### config.mk
export PLATFORM = sky130hd
export DESIGN_NAME = spcil_loader
export DESIGN_NICKNAME = d
export VERILOG_FILES = /design/src/hw/spcil_pkg.sv /design/src/hw/spcil_img_fetch.sv /design/src/hw/spcil_port_regs.sv /design/src/hw/spcil_loader.sv
export SDC_FILE = /design/constraint.sdc
export NUM_CORES = 1
export LEC_CHECK = 0
export BUFFER_PORTS_ARGS = -buffer_cell sky130_fd_sc_hd__buf_2
export CELL_PAD_IN_SITES_DETAIL_PLACEMENT = 0
export CELL_PAD_IN_SITES_GLOBAL_PLACEMENT = 1
export CORE_MARGIN = 2
export CORE_UTILIZATION = 40
export DETAILED_ROUTE_END_ITERATION = 10
export PLACE_DENSITY = 0.9
export SYNTH_ARGS = -nofsm -noshare
export SYNTH_HDL_FRONTEND = slang
export SYNTH_SLANG_ARGS = --single-unit
### constraint.sdc
create_clock -name mclk -period 6.25 [get_ports mclk]
set_input_delay 1.25 -clock mclk [delete_from_list [all_inputs] [get_ports mclk]]
set_output_delay 1.25 -clock mclk [all_outputs]
set_load 0.01 [all_outputs]
### src/hw/spcil_pkg.sv
package spcil_pkg;
  // ---------------------------------------------------------------
  // sizes
  // ---------------------------------------------------------------
  localparam int SPCIL_PORTS   = 3;
  localparam int SPCIL_SEQ_LEN = 9;
  localparam int SPCIL_ADR_W   = 12;

  typedef logic [7:0] spcil_waddr_t;
  typedef logic [9:0] spcil_off_t;

  // ---------------------------------------------------------------
  // image word addresses, fetched in this order
  // ---------------------------------------------------------------
  localparam spcil_waddr_t SPCIL_W_P0_CAP  = 8'h50;
  localparam spcil_waddr_t SPCIL_W_P0_DATA = 8'h51;
  localparam spcil_waddr_t SPCIL_W_P1_CAP  = 8'h52;
  localparam spcil_waddr_t SPCIL_W_P1_DATA = 8'h53;
  localparam spcil_waddr_t SPCIL_W_P2_CAP  = 8'h54;
  localparam spcil_waddr_t SPCIL_W_P2_DATA = 8'h55;
  localparam spcil_waddr_t SPCIL_W_P0_LINK = 8'h60;
  localparam spcil_waddr_t SPCIL_W_P1_LINK = 8'h62;
  localparam spcil_waddr_t SPCIL_W_P2_LINK = 8'h64;
  localparam spcil_waddr_t SPCIL_SEQ [SPCIL_SEQ_LEN] = '{
    SPCIL_W_P0_CAP, SPCIL_W_P0_DATA, SPCIL_W_P1_CAP, SPCIL_W_P1_DATA, SPCIL_W_P2_CAP,
    SPCIL_W_P2_DATA, SPCIL_W_P0_LINK, SPCIL_W_P1_LINK, SPCIL_W_P2_LINK};
  // word address fields: port number, link group, odd data word
  localparam int SPCIL_WA_PORT_LSB = 1;
  localparam int SPCIL_WA_LINK_BIT = 5;
  localparam int SPCIL_WA_DATA_BIT = 0;

  // ---------------------------------------------------------------
  // image bit positions
  // ---------------------------------------------------------------
  localparam int SPCIL_IMG_NSR     = 0;
  localparam int SPCIL_IMG_AUX_LSB = 1;
  localparam int SPCIL_IMG_PME_LSB = 6;
  localparam int SPCIL_IMG_PMD_LSB = 8;
  localparam int SPCIL_IMG_SLOT    = 0;
  localparam int SPCIL_IMG_SCLK    = 1;
  localparam int SPCIL_IMG_DSI     = 2;
  localparam int SPCIL_IMG_LOWPRI_VC = 3;
  localparam int SPCIL_IMG_PNUM_LSB = 4;
  localparam int SPCIL_IMG_TC_LSB  = 9;

  // ---------------------------------------------------------------
  // configuration offsets and bit positions
  // ---------------------------------------------------------------
  localparam spcil_off_t SPCIL_CFG_PMCAP = 10'h040;
  localparam spcil_off_t SPCIL_CFG_PMCSR = 10'h044;
  localparam spcil_off_t SPCIL_CFG_PCIE  = 10'h0C0;
  localparam spcil_off_t SPCIL_CFG_LINK  = 10'h0CC;
  localparam spcil_off_t SPCIL_CFG_SLOT  = 10'h0D0;
  localparam spcil_off_t SPCIL_CFG_VCCAP = 10'h144;
  localparam spcil_off_t SPCIL_CFG_VC0   = 10'h154;
  localparam int SPCIL_CFG_NSR_BIT   = 3;
  localparam int SPCIL_CFG_PMD_LSB   = 24;
  localparam int SPCIL_CFG_DSI_BIT   = 21;
  localparam int SPCIL_CFG_AUX_LSB   = 22;
  localparam int SPCIL_CFG_D1_BIT    = 25;
  localparam int SPCIL_CFG_D2_BIT    = 26;
  localparam int SPCIL_CFG_PME_LSB   = 28;
  localparam int SPCIL_CFG_SLOT_BIT  = 24;
  localparam int SPCIL_CFG_PNUM_LSB  = 24;
  localparam int SPCIL_CFG_SCLK_BIT  = 28;
  localparam int SPCIL_CFG_LOWPRI_VC_BIT = 4;
  localparam int SPCIL_CFG_TC_LSB    = 1;

  // ---------------------------------------------------------------
  // control registers in the fourth address quarter
  // ---------------------------------------------------------------
  localparam int SPCIL_ADR_PORT_LSB = 10;
  localparam logic [SPCIL_ADR_W-1:0] SPCIL_REG_CTRL = 12'hC00;
  localparam logic [SPCIL_ADR_W-1:0] SPCIL_REG_STAT = 12'hC04;
  localparam int SPCIL_CTRL_RELOAD = 0;
  localparam int SPCIL_STAT_BUSY   = 0;
  localparam int SPCIL_STAT_DONE   = 1;
  localparam int SPCIL_STAT_NOIMG  = 2;

  // ---------------------------------------------------------------
  // types
  // ---------------------------------------------------------------
  typedef enum logic [2:0] {
    SPCIL_LD_CAP  = 3'b001,
    SPCIL_LD_DATA = 3'b010,
    SPCIL_LD_LINK = 3'b100
  } spcil_kind_e;

  typedef struct packed {
    logic       no_soft_reset;
    logic [2:0] aux_current;
    logic [1:0] pme_d2_d1;
    logic [7:0] pm_data;
    logic       slot_impl;
    logic       slot_clock;
    logic       dsi_required;
    logic       low_priority_vc_count;
    logic [2:0] port_number;
    logic [6:0] tc_map;
  } spcil_cfg_s;

  localparam spcil_cfg_s SPCIL_CFG_RST = '{default: '0};

  typedef struct packed {
    logic                   cyc;
    logic                   stb;
    logic                   we;
    logic [SPCIL_ADR_W-1:0] adr;
    logic [3:0]             sel;
    logic [31:0]            dat;
  } spcil_wb_req_s;

  typedef struct packed {
    logic        ack;
    logic [31:0] dat;
  } spcil_wb_rsp_s;

  typedef struct packed {
    logic         req;
    spcil_waddr_t addr;
  } spcil_img_req_s;

  typedef struct packed {
    logic        ack;
    logic [15:0] data;
  } spcil_img_rsp_s;
endpackage

### src/hw/spcil_img_fetch.sv
`timescale 1ns/1ps
module spcil_img_fetch (
  // clock and reset
  input  wire logic                     mclk,
  input  wire logic                     srst,
  // one word request
  input  wire logic                     start,
  input  wire spcil_pkg::spcil_waddr_t  addr,
  output logic                          done,
  output logic [15:0]                   data,
  // image memory
  output spcil_pkg::spcil_img_req_s     img_req,
  input  wire spcil_pkg::spcil_img_rsp_s img_rsp
);
  import spcil_pkg::*;

  logic         req_ff;
  spcil_waddr_t addr_ff;
  logic         done_ff;
  logic [15:0]  data_ff;

  // request stays up until the memory acknowledges, so a slow memory is fine
  always_ff @(posedge mclk) begin
    if (srst) begin
      req_ff  <= 1'b0;
      addr_ff <= 8'h00;
      done_ff <= 1'b0;
      data_ff <= 16'h0000;
    end else begin
      done_ff <= req_ff && img_rsp.ack;
      if (req_ff && img_rsp.ack) begin
        req_ff  <= 1'b0;
        data_ff <= img_rsp.data;
      end else if (start && !req_ff) begin
        req_ff  <= 1'b1;
        addr_ff <= addr;
      end
    end
  end

  assign img_req.req  = req_ff;
  assign img_req.addr = addr_ff;
  assign done         = done_ff;
  assign data         = data_ff;
endmodule

### src/hw/spcil_port_regs.sv
`timescale 1ns/1ps
module spcil_port_regs #(
  parameter bit HAS_SLOT = 1'b1
) (
  // clock and reset
  input  wire logic                    mclk,
  input  wire logic                    srst,
  // load strobe
  input  wire logic                    ld,
  input  wire spcil_pkg::spcil_kind_e  kind,
  input  wire logic [15:0]             word,
  // loaded fields
  output spcil_pkg::spcil_cfg_s        cfg
);
  import spcil_pkg::*;

  spcil_cfg_s cfg_ff;
  spcil_cfg_s nxt_cfg;

  always_comb begin
    nxt_cfg = cfg_ff;
    if (ld) begin
      case (kind)
        SPCIL_LD_CAP: begin
          nxt_cfg.no_soft_reset = word[SPCIL_IMG_NSR];
          nxt_cfg.aux_current   = word[SPCIL_IMG_AUX_LSB +: 3];
          nxt_cfg.pme_d2_d1     = word[SPCIL_IMG_PME_LSB +: 2];
        end
        SPCIL_LD_DATA: begin
          nxt_cfg.pm_data = word[SPCIL_IMG_PMD_LSB +: 8];
        end
        SPCIL_LD_LINK: begin
          // the upstream port has no slot, its flag stays clear
          nxt_cfg.slot_impl             = HAS_SLOT & word[SPCIL_IMG_SLOT];
          nxt_cfg.slot_clock            = word[SPCIL_IMG_SCLK];
          nxt_cfg.dsi_required          = word[SPCIL_IMG_DSI];
          nxt_cfg.low_priority_vc_count = word[SPCIL_IMG_LOWPRI_VC]; // [RULE_09]
          nxt_cfg.port_number           = word[SPCIL_IMG_PNUM_LSB +: 3];
          nxt_cfg.tc_map                = word[SPCIL_IMG_TC_LSB +: 7];
        end
        default: nxt_cfg = cfg_ff;
      endcase
    end
  end

  always_ff @(posedge mclk) begin
    if (srst) begin
      cfg_ff <= SPCIL_CFG_RST;
    end else begin
      cfg_ff <= nxt_cfg;
    end
  end

  assign cfg = cfg_ff;
endmodule

### src/hw/spcil_loader.sv
`timescale 1ns/1ps
// Overview of operation
// [RULE_01] Bit 0 of words 52h and 54h sets the no-soft-reset flag at 44h bit 3 of ports 1 and 2.
// [RULE_02] Bits 3:1 of words 52h and 54h load the aux current field at 40h bits 24:22 of ports 1 and 2.
// [RULE_03] The D1 support flag at 40h bit 25 always reads as 1 on ports 1 and 2.
// [RULE_04] The D2 support flag at 40h bit 26 always reads as 1 on ports 1 and 2.
// [RULE_05] Bits 7:6 of words 52h and 54h load PME support for D2 and D1 at 40h bits 29:28.
// [RULE_06] Bits 15:8 of words 53h and 55h load the power management data byte at 44h bits 31:24.
// [RULE_07] Bit 1 of words 60h, 62h and 64h loads the slot clock flag at D0h bit 28 of ports 0 to 2.
// [RULE_08] Bit 2 of words 60h, 62h and 64h loads the device-specific-init flag at 40h bit 21.
// [RULE_09] Bit 3 of words 60h, 62h and 64h loads the low-priority VC count bit at 144h bit 4.
// [RULE_10] Bits 6:4 of words 60h and 62h load the logical port number at CCh bits 26:24.
// [RULE_11] Bits 15:9 of words 60h and 62h load the VC0 traffic class map at 154h bits 7:1.
// [RULE_12] Bit 0 of word 62h loads the slot-implemented flag at C0h bit 24 of port 1.
// [RULE_13] Bit 0 of word 64h loads the slot-implemented flag at C0h bit 24 of port 2.
// [RULE_14] Port 2 takes its no-soft-reset flag and data byte from words 54h and 55h, placed as for port 1.
// [RULE_15] Port 0 takes 44h bit 3 from word 50h bit 0 and 44h bits 31:24 from word 51h bits 15:8.
// [RULE_16] Port fields are not readable until the load ends, and keep defaults when no image exists; a reload without one keeps the last loaded values.
module spcil_loader (
  // clock and reset
  input  wire logic                                   mclk,
  input  wire logic                                   srst,
  // register bus
  input  wire spcil_pkg::spcil_wb_req_s               wb_req,
  output spcil_pkg::spcil_wb_rsp_s                    wb_rsp,
  // configuration image memory
  input  wire logic                                   img_present,
  output spcil_pkg::spcil_img_req_s                   img_req,
  input  wire spcil_pkg::spcil_img_rsp_s              img_rsp,
  // loaded fields
  output spcil_pkg::spcil_cfg_s [spcil_pkg::SPCIL_PORTS-1:0] port_cfg,
  output logic                                        cfg_ready
);
  import spcil_pkg::*;

  // ---------------------------------------------------------------
  // load sequencer
  // ---------------------------------------------------------------
  typedef enum logic [3:0] {
    SPCIL_ST_IDLE  = 4'b0001,
    SPCIL_ST_ISSUE = 4'b0010,
    SPCIL_ST_WAIT  = 4'b0100,
    SPCIL_ST_DONE  = 4'b1000
  } spcil_state_e;

  spcil_state_e state_ff;
  spcil_state_e nxt_state;
  logic [3:0]   idx_ff;
  logic [3:0]   nxt_idx;
  logic         noimg_ff;
  logic         nxt_noimg;
  logic         reload;
  logic         fetch_start;
  logic         fetch_done;
  logic [15:0]  fetch_data;
  spcil_waddr_t cur_addr;
  logic         last_word;

  assign cur_addr    = SPCIL_SEQ[idx_ff];
  assign last_word   = idx_ff == 4'(SPCIL_SEQ_LEN - 1);
  assign fetch_start = state_ff == SPCIL_ST_ISSUE;

  always_comb begin
    nxt_state = state_ff;
    nxt_idx   = idx_ff;
    nxt_noimg = noimg_ff;
    case (state_ff)
      SPCIL_ST_IDLE: begin
        nxt_idx = 4'h0;
        // without an image every field keeps what it already holds
        if (img_present) begin // [RULE_16]
          nxt_state = SPCIL_ST_ISSUE;
          nxt_noimg = 1'b0;
        end else begin
          nxt_state = SPCIL_ST_DONE;
          nxt_noimg = 1'b1;
        end
      end
      SPCIL_ST_ISSUE: begin
        nxt_state = SPCIL_ST_WAIT;
      end
      SPCIL_ST_WAIT: begin
        if (fetch_done) begin
          if (last_word) begin
            nxt_state = SPCIL_ST_DONE;
          end else begin
            nxt_idx   = idx_ff + 4'h1;
            nxt_state = SPCIL_ST_ISSUE;
          end
        end
      end
      SPCIL_ST_DONE: begin
        if (reload) begin
          nxt_state = SPCIL_ST_IDLE;
        end
      end
      default: nxt_state = SPCIL_ST_IDLE;
    endcase
  end

  always_ff @(posedge mclk) begin
    if (srst) begin
      state_ff <= SPCIL_ST_IDLE;
      idx_ff   <= 4'h0;
      noimg_ff <= 1'b0;
    end else begin
      state_ff <= nxt_state;
      idx_ff   <= nxt_idx;
      noimg_ff <= nxt_noimg;
    end
  end

  spcil_img_fetch u_fetch (
    .mclk    (mclk),
    .srst    (srst),
    .start   (fetch_start),
    .addr    (cur_addr),
    .done    (fetch_done),
    .data    (fetch_data),
    .img_req (img_req),
    .img_rsp (img_rsp)
  );

  // ---------------------------------------------------------------
  // word decode and per-port field storage
  // ---------------------------------------------------------------
  logic         ld_stb;
  spcil_waddr_t ld_addr;
  logic [1:0]   ld_port;
  spcil_kind_e  ld_kind;

  assign ld_stb  = fetch_done && state_ff == SPCIL_ST_WAIT;
  assign ld_addr = cur_addr;
  // word address carries the port and the field group
  assign ld_port = ld_addr[SPCIL_WA_PORT_LSB +: 2]; // [RULE_14] [RULE_15]
  assign ld_kind = ld_addr[SPCIL_WA_LINK_BIT] ? SPCIL_LD_LINK :
                   ld_addr[SPCIL_WA_DATA_BIT] ? SPCIL_LD_DATA : SPCIL_LD_CAP;

  generate
    for (genvar p = 0; p < SPCIL_PORTS; p++) begin : g_port
      spcil_port_regs #(
        .HAS_SLOT (p != 0)
      ) u_regs (
        .mclk (mclk),
        .srst (srst),
        .ld   (ld_stb && ld_port == 2'(p)), // [RULE_01] [RULE_07] [RULE_12] [RULE_13]
        .kind (ld_kind),
        .word (fetch_data),
        .cfg  (port_cfg[p])
      );
    end
  endgenerate

  assign cfg_ready = state_ff == SPCIL_ST_DONE;

  // ---------------------------------------------------------------
  // register view of the loaded fields
  // ---------------------------------------------------------------
  function automatic logic [31:0] spcil_dword(spcil_cfg_s c, spcil_off_t off);
    logic [31:0] d;
    d = 32'h0000_0000;
    if (off == SPCIL_CFG_PMCAP) begin
      d[SPCIL_CFG_DSI_BIT]        = c.dsi_required; // [RULE_08]
      d[SPCIL_CFG_AUX_LSB +: 3]   = c.aux_current; // [RULE_02]
      d[SPCIL_CFG_D1_BIT]         = 1'b1; // [RULE_03]
      d[SPCIL_CFG_D2_BIT]         = 1'b1; // [RULE_04]
      d[SPCIL_CFG_PME_LSB +: 2]   = c.pme_d2_d1; // [RULE_05]
    end else if (off == SPCIL_CFG_PMCSR) begin
      d[SPCIL_CFG_NSR_BIT]        = c.no_soft_reset; // [RULE_01]
      d[SPCIL_CFG_PMD_LSB +: 8]   = c.pm_data; // [RULE_06]
    end else if (off == SPCIL_CFG_PCIE) begin
      d[SPCIL_CFG_SLOT_BIT]       = c.slot_impl; // [RULE_12]
    end else if (off == SPCIL_CFG_LINK) begin
      d[SPCIL_CFG_PNUM_LSB +: 3]  = c.port_number; // [RULE_10]
    end else if (off == SPCIL_CFG_SLOT) begin
      d[SPCIL_CFG_SCLK_BIT]       = c.slot_clock; // [RULE_07]
    end else if (off == SPCIL_CFG_VCCAP) begin
      d[SPCIL_CFG_LOWPRI_VC_BIT]  = c.low_priority_vc_count; // [RULE_09]
    end else if (off == SPCIL_CFG_VC0) begin
      d[SPCIL_CFG_TC_LSB +: 7]    = c.tc_map; // [RULE_11]
    end
    return d;
  endfunction

  // ---------------------------------------------------------------
  // wishbone slave
  // ---------------------------------------------------------------
  logic        ack_ff;
  logic [31:0] dat_ff;
  logic [31:0] nxt_dat;
  logic [1:0]  rd_port;
  spcil_off_t  rd_off;
  logic        port_region;
  logic        bus_req;
  logic        taken;
  logic        hit_ctrl;
  logic        hit_stat;
  logic [31:0] stat_word;
  logic [31:0] port_word;

  assign rd_port     = wb_req.adr[SPCIL_ADR_PORT_LSB +: 2];
  assign rd_off      = wb_req.adr[SPCIL_ADR_PORT_LSB-1:0];
  assign port_region = rd_port < 2'(SPCIL_PORTS);
  assign bus_req     = wb_req.cyc && wb_req.stb && !ack_ff;
  // port reads are held off while loading so no half-loaded field is seen
  assign taken       = bus_req && (!port_region || cfg_ready); // [RULE_16]
  assign hit_ctrl    = wb_req.adr == SPCIL_REG_CTRL;
  assign hit_stat    = wb_req.adr == SPCIL_REG_STAT;
  assign reload      = taken && wb_req.we && hit_ctrl && wb_req.sel[0] && wb_req.dat[SPCIL_CTRL_RELOAD];
  assign port_word   = port_region ? spcil_dword(port_cfg[rd_port], rd_off) : 32'h0000_0000;

  always_comb begin
    stat_word = 32'h0000_0000;
    stat_word[SPCIL_STAT_BUSY]  = !cfg_ready;
    stat_word[SPCIL_STAT_DONE]  = cfg_ready;
    stat_word[SPCIL_STAT_NOIMG] = noimg_ff;
  end

  // unmapped addresses and the write-only control word read as zero
  assign nxt_dat = wb_req.we   ? 32'h0000_0000 :
                   port_region ? port_word :
                   hit_stat    ? stat_word : 32'h0000_0000;

  always_ff @(posedge mclk) begin
    if (srst) begin
      ack_ff <= 1'b0;
      dat_ff <= 32'h0000_0000;
    end else begin
      ack_ff <= taken;
      dat_ff <= taken ? nxt_dat : dat_ff;
    end
  end

  assign wb_rsp.ack = ack_ff;
  assign wb_rsp.dat = dat_ff;

  // ---------------------------------------------------------------
  // checks
  // ---------------------------------------------------------------
  logic [15:0] ld_data_q;
  logic        ld_q;
  spcil_waddr_t ld_addr_q;

  always_ff @(posedge mclk) begin
    if (srst) begin
      ld_data_q <= 16'h0000;
      ld_q      <= 1'b0;
      ld_addr_q <= 8'h00;
    end else begin
      ld_data_q <= fetch_data;
      ld_q      <= ld_stb;
      ld_addr_q <= ld_addr;
    end
  end

  property p_p1_nsr;
    @(posedge mclk) disable iff (srst)
    (ld_q && ld_addr_q == SPCIL_W_P1_CAP) |-> port_cfg[1].no_soft_reset == ld_data_q[SPCIL_IMG_NSR];
  endproperty
  a_p1_nsr: assert property (p_p1_nsr) // [RULE_01]
    else $error("port 1 no soft reset flag not loaded");

  property p_p2_aux;
    @(posedge mclk) disable iff (srst)
    (ld_q && ld_addr_q == SPCIL_W_P2_CAP) |-> port_cfg[2].aux_current == ld_data_q[SPCIL_IMG_AUX_LSB +: 3];
  endproperty
  a_p2_aux: assert property (p_p2_aux) // [RULE_02]
    else $error("port 2 aux current not loaded");

  property p_d1_one;
    @(posedge mclk) disable iff (srst)
    (taken && !wb_req.we && port_region && rd_off == SPCIL_CFG_PMCAP) |=> wb_rsp.ack && wb_rsp.dat[SPCIL_CFG_D1_BIT];
  endproperty
  a_d1_one: assert property (p_d1_one) // [RULE_03]
    else $error("D1 support does not read as one");

  property p_d2_one;
    @(posedge mclk) disable iff (srst)
    (taken && !wb_req.we && port_region && rd_off == SPCIL_CFG_PMCAP) |=> wb_rsp.dat[SPCIL_CFG_D2_BIT];
  endproperty
  a_d2_one: assert property (p_d2_one) // [RULE_04]
    else $error("D2 support does not read as one");

  property p_p1_pme;
    @(posedge mclk) disable iff (srst)
    (ld_q && ld_addr_q == SPCIL_W_P1_CAP) |-> port_cfg[1].pme_d2_d1 == ld_data_q[SPCIL_IMG_PME_LSB +: 2];
  endproperty
  a_p1_pme: assert property (p_p1_pme) // [RULE_05]
    else $error("port 1 PME support not loaded");

  property p_p1_pmd;
    @(posedge mclk) disable iff (srst)
    (ld_q && ld_addr_q == SPCIL_W_P1_DATA) |-> port_cfg[1].pm_data == ld_data_q[SPCIL_IMG_PMD_LSB +: 8];
  endproperty
  a_p1_pmd: assert property (p_p1_pmd) // [RULE_06]
    else $error("port 1 power management data not loaded");

  property p_p2_pmd;
    @(posedge mclk) disable iff (srst)
    (ld_q && ld_addr_q == SPCIL_W_P2_DATA) |-> port_cfg[2].pm_data == ld_data_q[SPCIL_IMG_PMD_LSB +: 8];
  endproperty
  a_p2_pmd: assert property (p_p2_pmd) // [RULE_14]
    else $error("port 2 power management data not loaded");

  property p_p0_link;
    @(posedge mclk) disable iff (srst)
    (ld_q && ld_addr_q == SPCIL_W_P0_LINK) |->
      port_cfg[0].slot_clock == ld_data_q[SPCIL_IMG_SCLK] && port_cfg[0].dsi_required == ld_data_q[SPCIL_IMG_DSI];
  endproperty
  a_p0_link: assert property (p_p0_link) // [RULE_07]
    else $error("port 0 slot clock or init flag not loaded");

  property p_p2_dsi;
    @(posedge mclk) disable iff (srst)
    (ld_q && ld_addr_q == SPCIL_W_P2_LINK) |-> port_cfg[2].dsi_required == ld_data_q[SPCIL_IMG_DSI];
  endproperty
  a_p2_dsi: assert property (p_p2_dsi) // [RULE_08]
    else $error("port 2 init flag not loaded");

  property p_p1_lowpri;
    @(posedge mclk) disable iff (srst)
    (ld_q && ld_addr_q == SPCIL_W_P1_LINK) |-> port_cfg[1].low_priority_vc_count == ld_data_q[SPCIL_IMG_LOWPRI_VC];
  endproperty
  a_p1_lowpri: assert property (p_p1_lowpri) // [RULE_09]
    else $error("port 1 low priority VC count not loaded");

  property p_p1_pnum;
    @(posedge mclk) disable iff (srst)
    (ld_q && ld_addr_q == SPCIL_W_P1_LINK) |-> port_cfg[1].port_number == ld_data_q[SPCIL_IMG_PNUM_LSB +: 3];
  endproperty
  a_p1_pnum: assert property (p_p1_pnum) // [RULE_10]
    else $error("port 1 port number not loaded");

  property p_p0_tc;
    @(posedge mclk) disable iff (srst)
    (ld_q && ld_addr_q == SPCIL_W_P0_LINK) |-> port_cfg[0].tc_map == ld_data_q[SPCIL_IMG_TC_LSB +: 7];
  endproperty
  a_p0_tc: assert property (p_p0_tc) // [RULE_11]
    else $error("port 0 traffic class map not loaded");

  property p_p1_slot;
    @(posedge mclk) disable iff (srst)
    (ld_q && ld_addr_q == SPCIL_W_P1_LINK) |-> port_cfg[1].slot_impl == ld_data_q[SPCIL_IMG_SLOT];
  endproperty
  a_p1_slot: assert property (p_p1_slot) // [RULE_12]
    else $error("port 1 slot implemented flag not loaded");

  property p_p2_slot;
    @(posedge mclk) disable iff (srst)
    (ld_q && ld_addr_q == SPCIL_W_P2_LINK) |-> port_cfg[2].slot_impl == ld_data_q[SPCIL_IMG_SLOT];
  endproperty
  a_p2_slot: assert property (p_p2_slot) // [RULE_13]
    else $error("port 2 slot implemented flag not loaded");

  property p_p0_pm;
    @(posedge mclk) disable iff (srst)
    (ld_q && ld_addr_q == SPCIL_W_P0_DATA) |-> port_cfg[0].pm_data == ld_data_q[SPCIL_IMG_PMD_LSB +: 8];
  endproperty
  a_p0_pm: assert property (p_p0_pm) // [RULE_15]
    else $error("port 0 power management data not loaded");

  property p_hold_off;
    @(posedge mclk) disable iff (srst)
    (bus_req && port_region && !cfg_ready) |=> !wb_rsp.ack;
  endproperty
  a_hold_off: assert property (p_hold_off) // [RULE_16]
    else $error("port field read answered during load");

  property p_noimg_keep;
    @(posedge mclk) disable iff (srst)
    (state_ff == SPCIL_ST_IDLE && !img_present) |=> cfg_ready ##1 $stable(port_cfg);
  endproperty
  a_noimg_keep: assert property (p_noimg_keep) // [RULE_16]
    else $error("fields changed without an image");
endmodule

==> impl_metrics.toml <==
[power_and_ir_drop]
p_int_uw = 1510
p_seq_frac = 0.456
swShare = 0.228
p_leak_uw = 0.00337
p_clk_frac = 0.495
powerDensity_nw_per_um2 = 267
vdd_drop_max_mv = 0.182
p_sw_uw = 444
power_frac_comb = 0.048

[global_routing]
gr-total-overflow = 0
grt_max_degree = 74
grtUsageMet1 = 0.303
met2_usage = 0.355
grt_usage = 0.226
grt_pass1_vias = 4864
grt_pass1_wl_um = 27700
grt-busiest-layer = "met2"
use_met3 = 0.0578
antenna_found_initial = 0

[clocking]
path_clk_slew_ps = 60
htreeDepth = 4
cts_resized = 0
cts_buffer_depth = 2
cts_made_buffers = 17
cts_tree = "built"
cts_root_buf = "clkbuf_16"
cts_setup_buffers = 0
postCtsHoldBufs = 0
cts_sinks = 136
clk_latency_ps = 430

[routing]
ant_nets = 0
routed_wl_um = 18000
avgViaCountPerCell = 5.25
first_iter_violations = 399
drt_pre_antenna_iters = 5
detail_route.wl_per_cell_um = 18.1
vias = 5221
route.detailed.drc = 0

[yosys]
syn_area_per_cell_um2 = 8.92
async_reset_ff_frac = 0
ys_seq_area_frac = 0.455
synth_edf_count = 0
synthesis.instances = 671
synth_top_cell_area_share = 0.455
synthFlopType = "dfxtp_1"
yosys_warnings = 0
synth_seq_cells = 136
netlist_area_um2 = 5980
synth_area_leaders = "dfxtp_1, mux2i_1, nor2_1"
synth.distinct_cells = 57
yosys.area.top_type = "dfxtp_1"

[cells_and_area]
nets = 873
n_antenna_cell = 0
drive_above_1_share = 0.247
fillers = 1378
syn2layout_area_growth_pct = 22.3
mostFrequentLayoutCell = "buf_2"
final_cell_mix = "buf_2, dfxtp_1, nor2_1, nand2_1, mux2i_1"

[timing]
tightest_slew_ps = 1210
setup-violations-final = 0
rsz0062_at_grt = "no"
tns_ps = 0
slew_headroom = 0.192
holdWs_ps = 448
min_period_ps = 3170
finalClockSkew_ps = 6.47
fmax_ghz = 0.316
fin_crit_sh = 0.507
finalHoldViolations = 0
report.final.slew_viol_count = 0

[floorplanning]
die_y_um = 126
start_util = 0.410
die_w_um = 126
die_area_um2 = 15900
coreArea_um2 = 14600
rows = 44
io_pins = 198

[flow_run]
maxCapViolCount = 0

[setup_path]
end_kind = "output pin"
crit_type = "flop to output pin"
reg2reg_depth = 7
crit_arrival_ps = 1920
start_kind = "flop"
cp_max_fo = 9
worst-endpoint-required_ps = 5000

[placement]
hpwl_um = 12600
gp_congestion = 0.845
io_buffer_count = 147

[outcome]
run_status = "finished clean"

[worst_hold_path]
hp-class = "flop to flop"
holdPathStages = 2
## metal layers
layer / vias to the layer above / part of all wire
met5: - / 0
met4: 0 / 0.020
met3: 28 / 0.070
met2: 190 / 0.46
met1: 2433 / 0.45
li1: 2570 / -
## final cells by class
type	count	area [um2]	share of cell area
tap	184	230	0.0315
multi-input combinational	483	2980	0.407
clock buffer	21	460	0.0629
timing repair buffer	154	791	0.108
sequential	136	2720	0.372
clock inverter	10	103	0.0140
inverter	7	31.3	0.00428
## cells in the mapped netlist, types with 3 or more instances
library cell    n
xor2_1          3
or3_1           3
nor4_1          3
nand3_1         7
a31oi_1         3
a21oi_1        49
inv_1           6
o21ai_0        20
nor3_2          3
a211oi_1        3
a32o_1          3
nand2b_1        4
clkbuf_1       29
nor3b_1         3
o21ai_1         3
dfxtp_1       136
o2bb2ai_1       5
buf_2          12
ha_1            3
nor2_1         93
mux2i_1        82
nand4_1         3
nor2b_1         6
a22o_1         17
nor3_1         12
buf_4          18
and4_1          3
nand2_1        90
a22oi_1        15
## power by group through the flow
stage	Combinational (uW)	Clock [uW]	Sequential [uW]
4_1_cts	94.8	977	890
6_report	94.4	966	890
5_1_grt	103	1020	891
3_3_place_gp	93.6	0	908
2_1_floorplan	75.2	0	900
3_5_place_dp	94.5	0	908
## worst paths after layout
kind / start / end / slack, ps
max: state_ff[3]$_SDFFE_PP0P_ / cfg_ready / 3080
max reg2reg: idx_ff[1]$_SDFFE_PP0P_ / g_port[0].u_regs.cfg[16]$_SDFFE_PP0P_ / 3880
min: dat_ff[0]$_SDFFE_PP0N_ / dat_ff[0]$_SDFFE_PP0N_ / 450
min reg2reg: dat_ff[0]$_SDFFE_PP0N_ / dat_ff[0]$_SDFFE_PP0N_ / 450
## metrics by stage
stage	total power, uW	area (um2)	setup slack [ps]	std cells	util
3_5_place_dp	1000	6750	2880	964	0.463
4_1_cts	1960	7320	3070	995	0.501
5_1_grt	2010	7320	3010	995	0.501
3_3_place_gp	1000	6750	2930	964	0.463
6_report	1950	7320	3080	995	0.501
2_1_floorplan	976	6040	3680	686	-
## worst max-delay path, stage by stage (launching register included)
cell and delay [ps]:
dfxtp_1 540, or4b_1 660, clkinv_4 150, buf_2 140
## kinds of logic (layout without fill, tap and decap cells)
group                      count (synthesis)  in the layout  share of synthesized area
DFF                                      136            136                      0.455
AOI/OAI and AO/OA                        127            127                      0.136
adders and majority gates                  3              3                    0.00628
muxes                                     82             82                      0.137
xor gates and xnor gates                   3              3                    0.00439
and+or+nand+nor                          252            252                      0.204
other                                      1             16                   0.000627
buffers and inverters                     67            192                     0.0569
## flip-flops by register name (all words and copies together) (netlist names)
register           count
u_fetch.done           1
g_port.u_regs.cfg     83
u_fetch.data          16
idx_ff                 4
ack_ff                 1
state_ff               4
u_fetch.addr_ff        6
u_fetch.req_ff         1
dat_ff                19
noimg_ff               1
(Power assumes the default switching activity.)
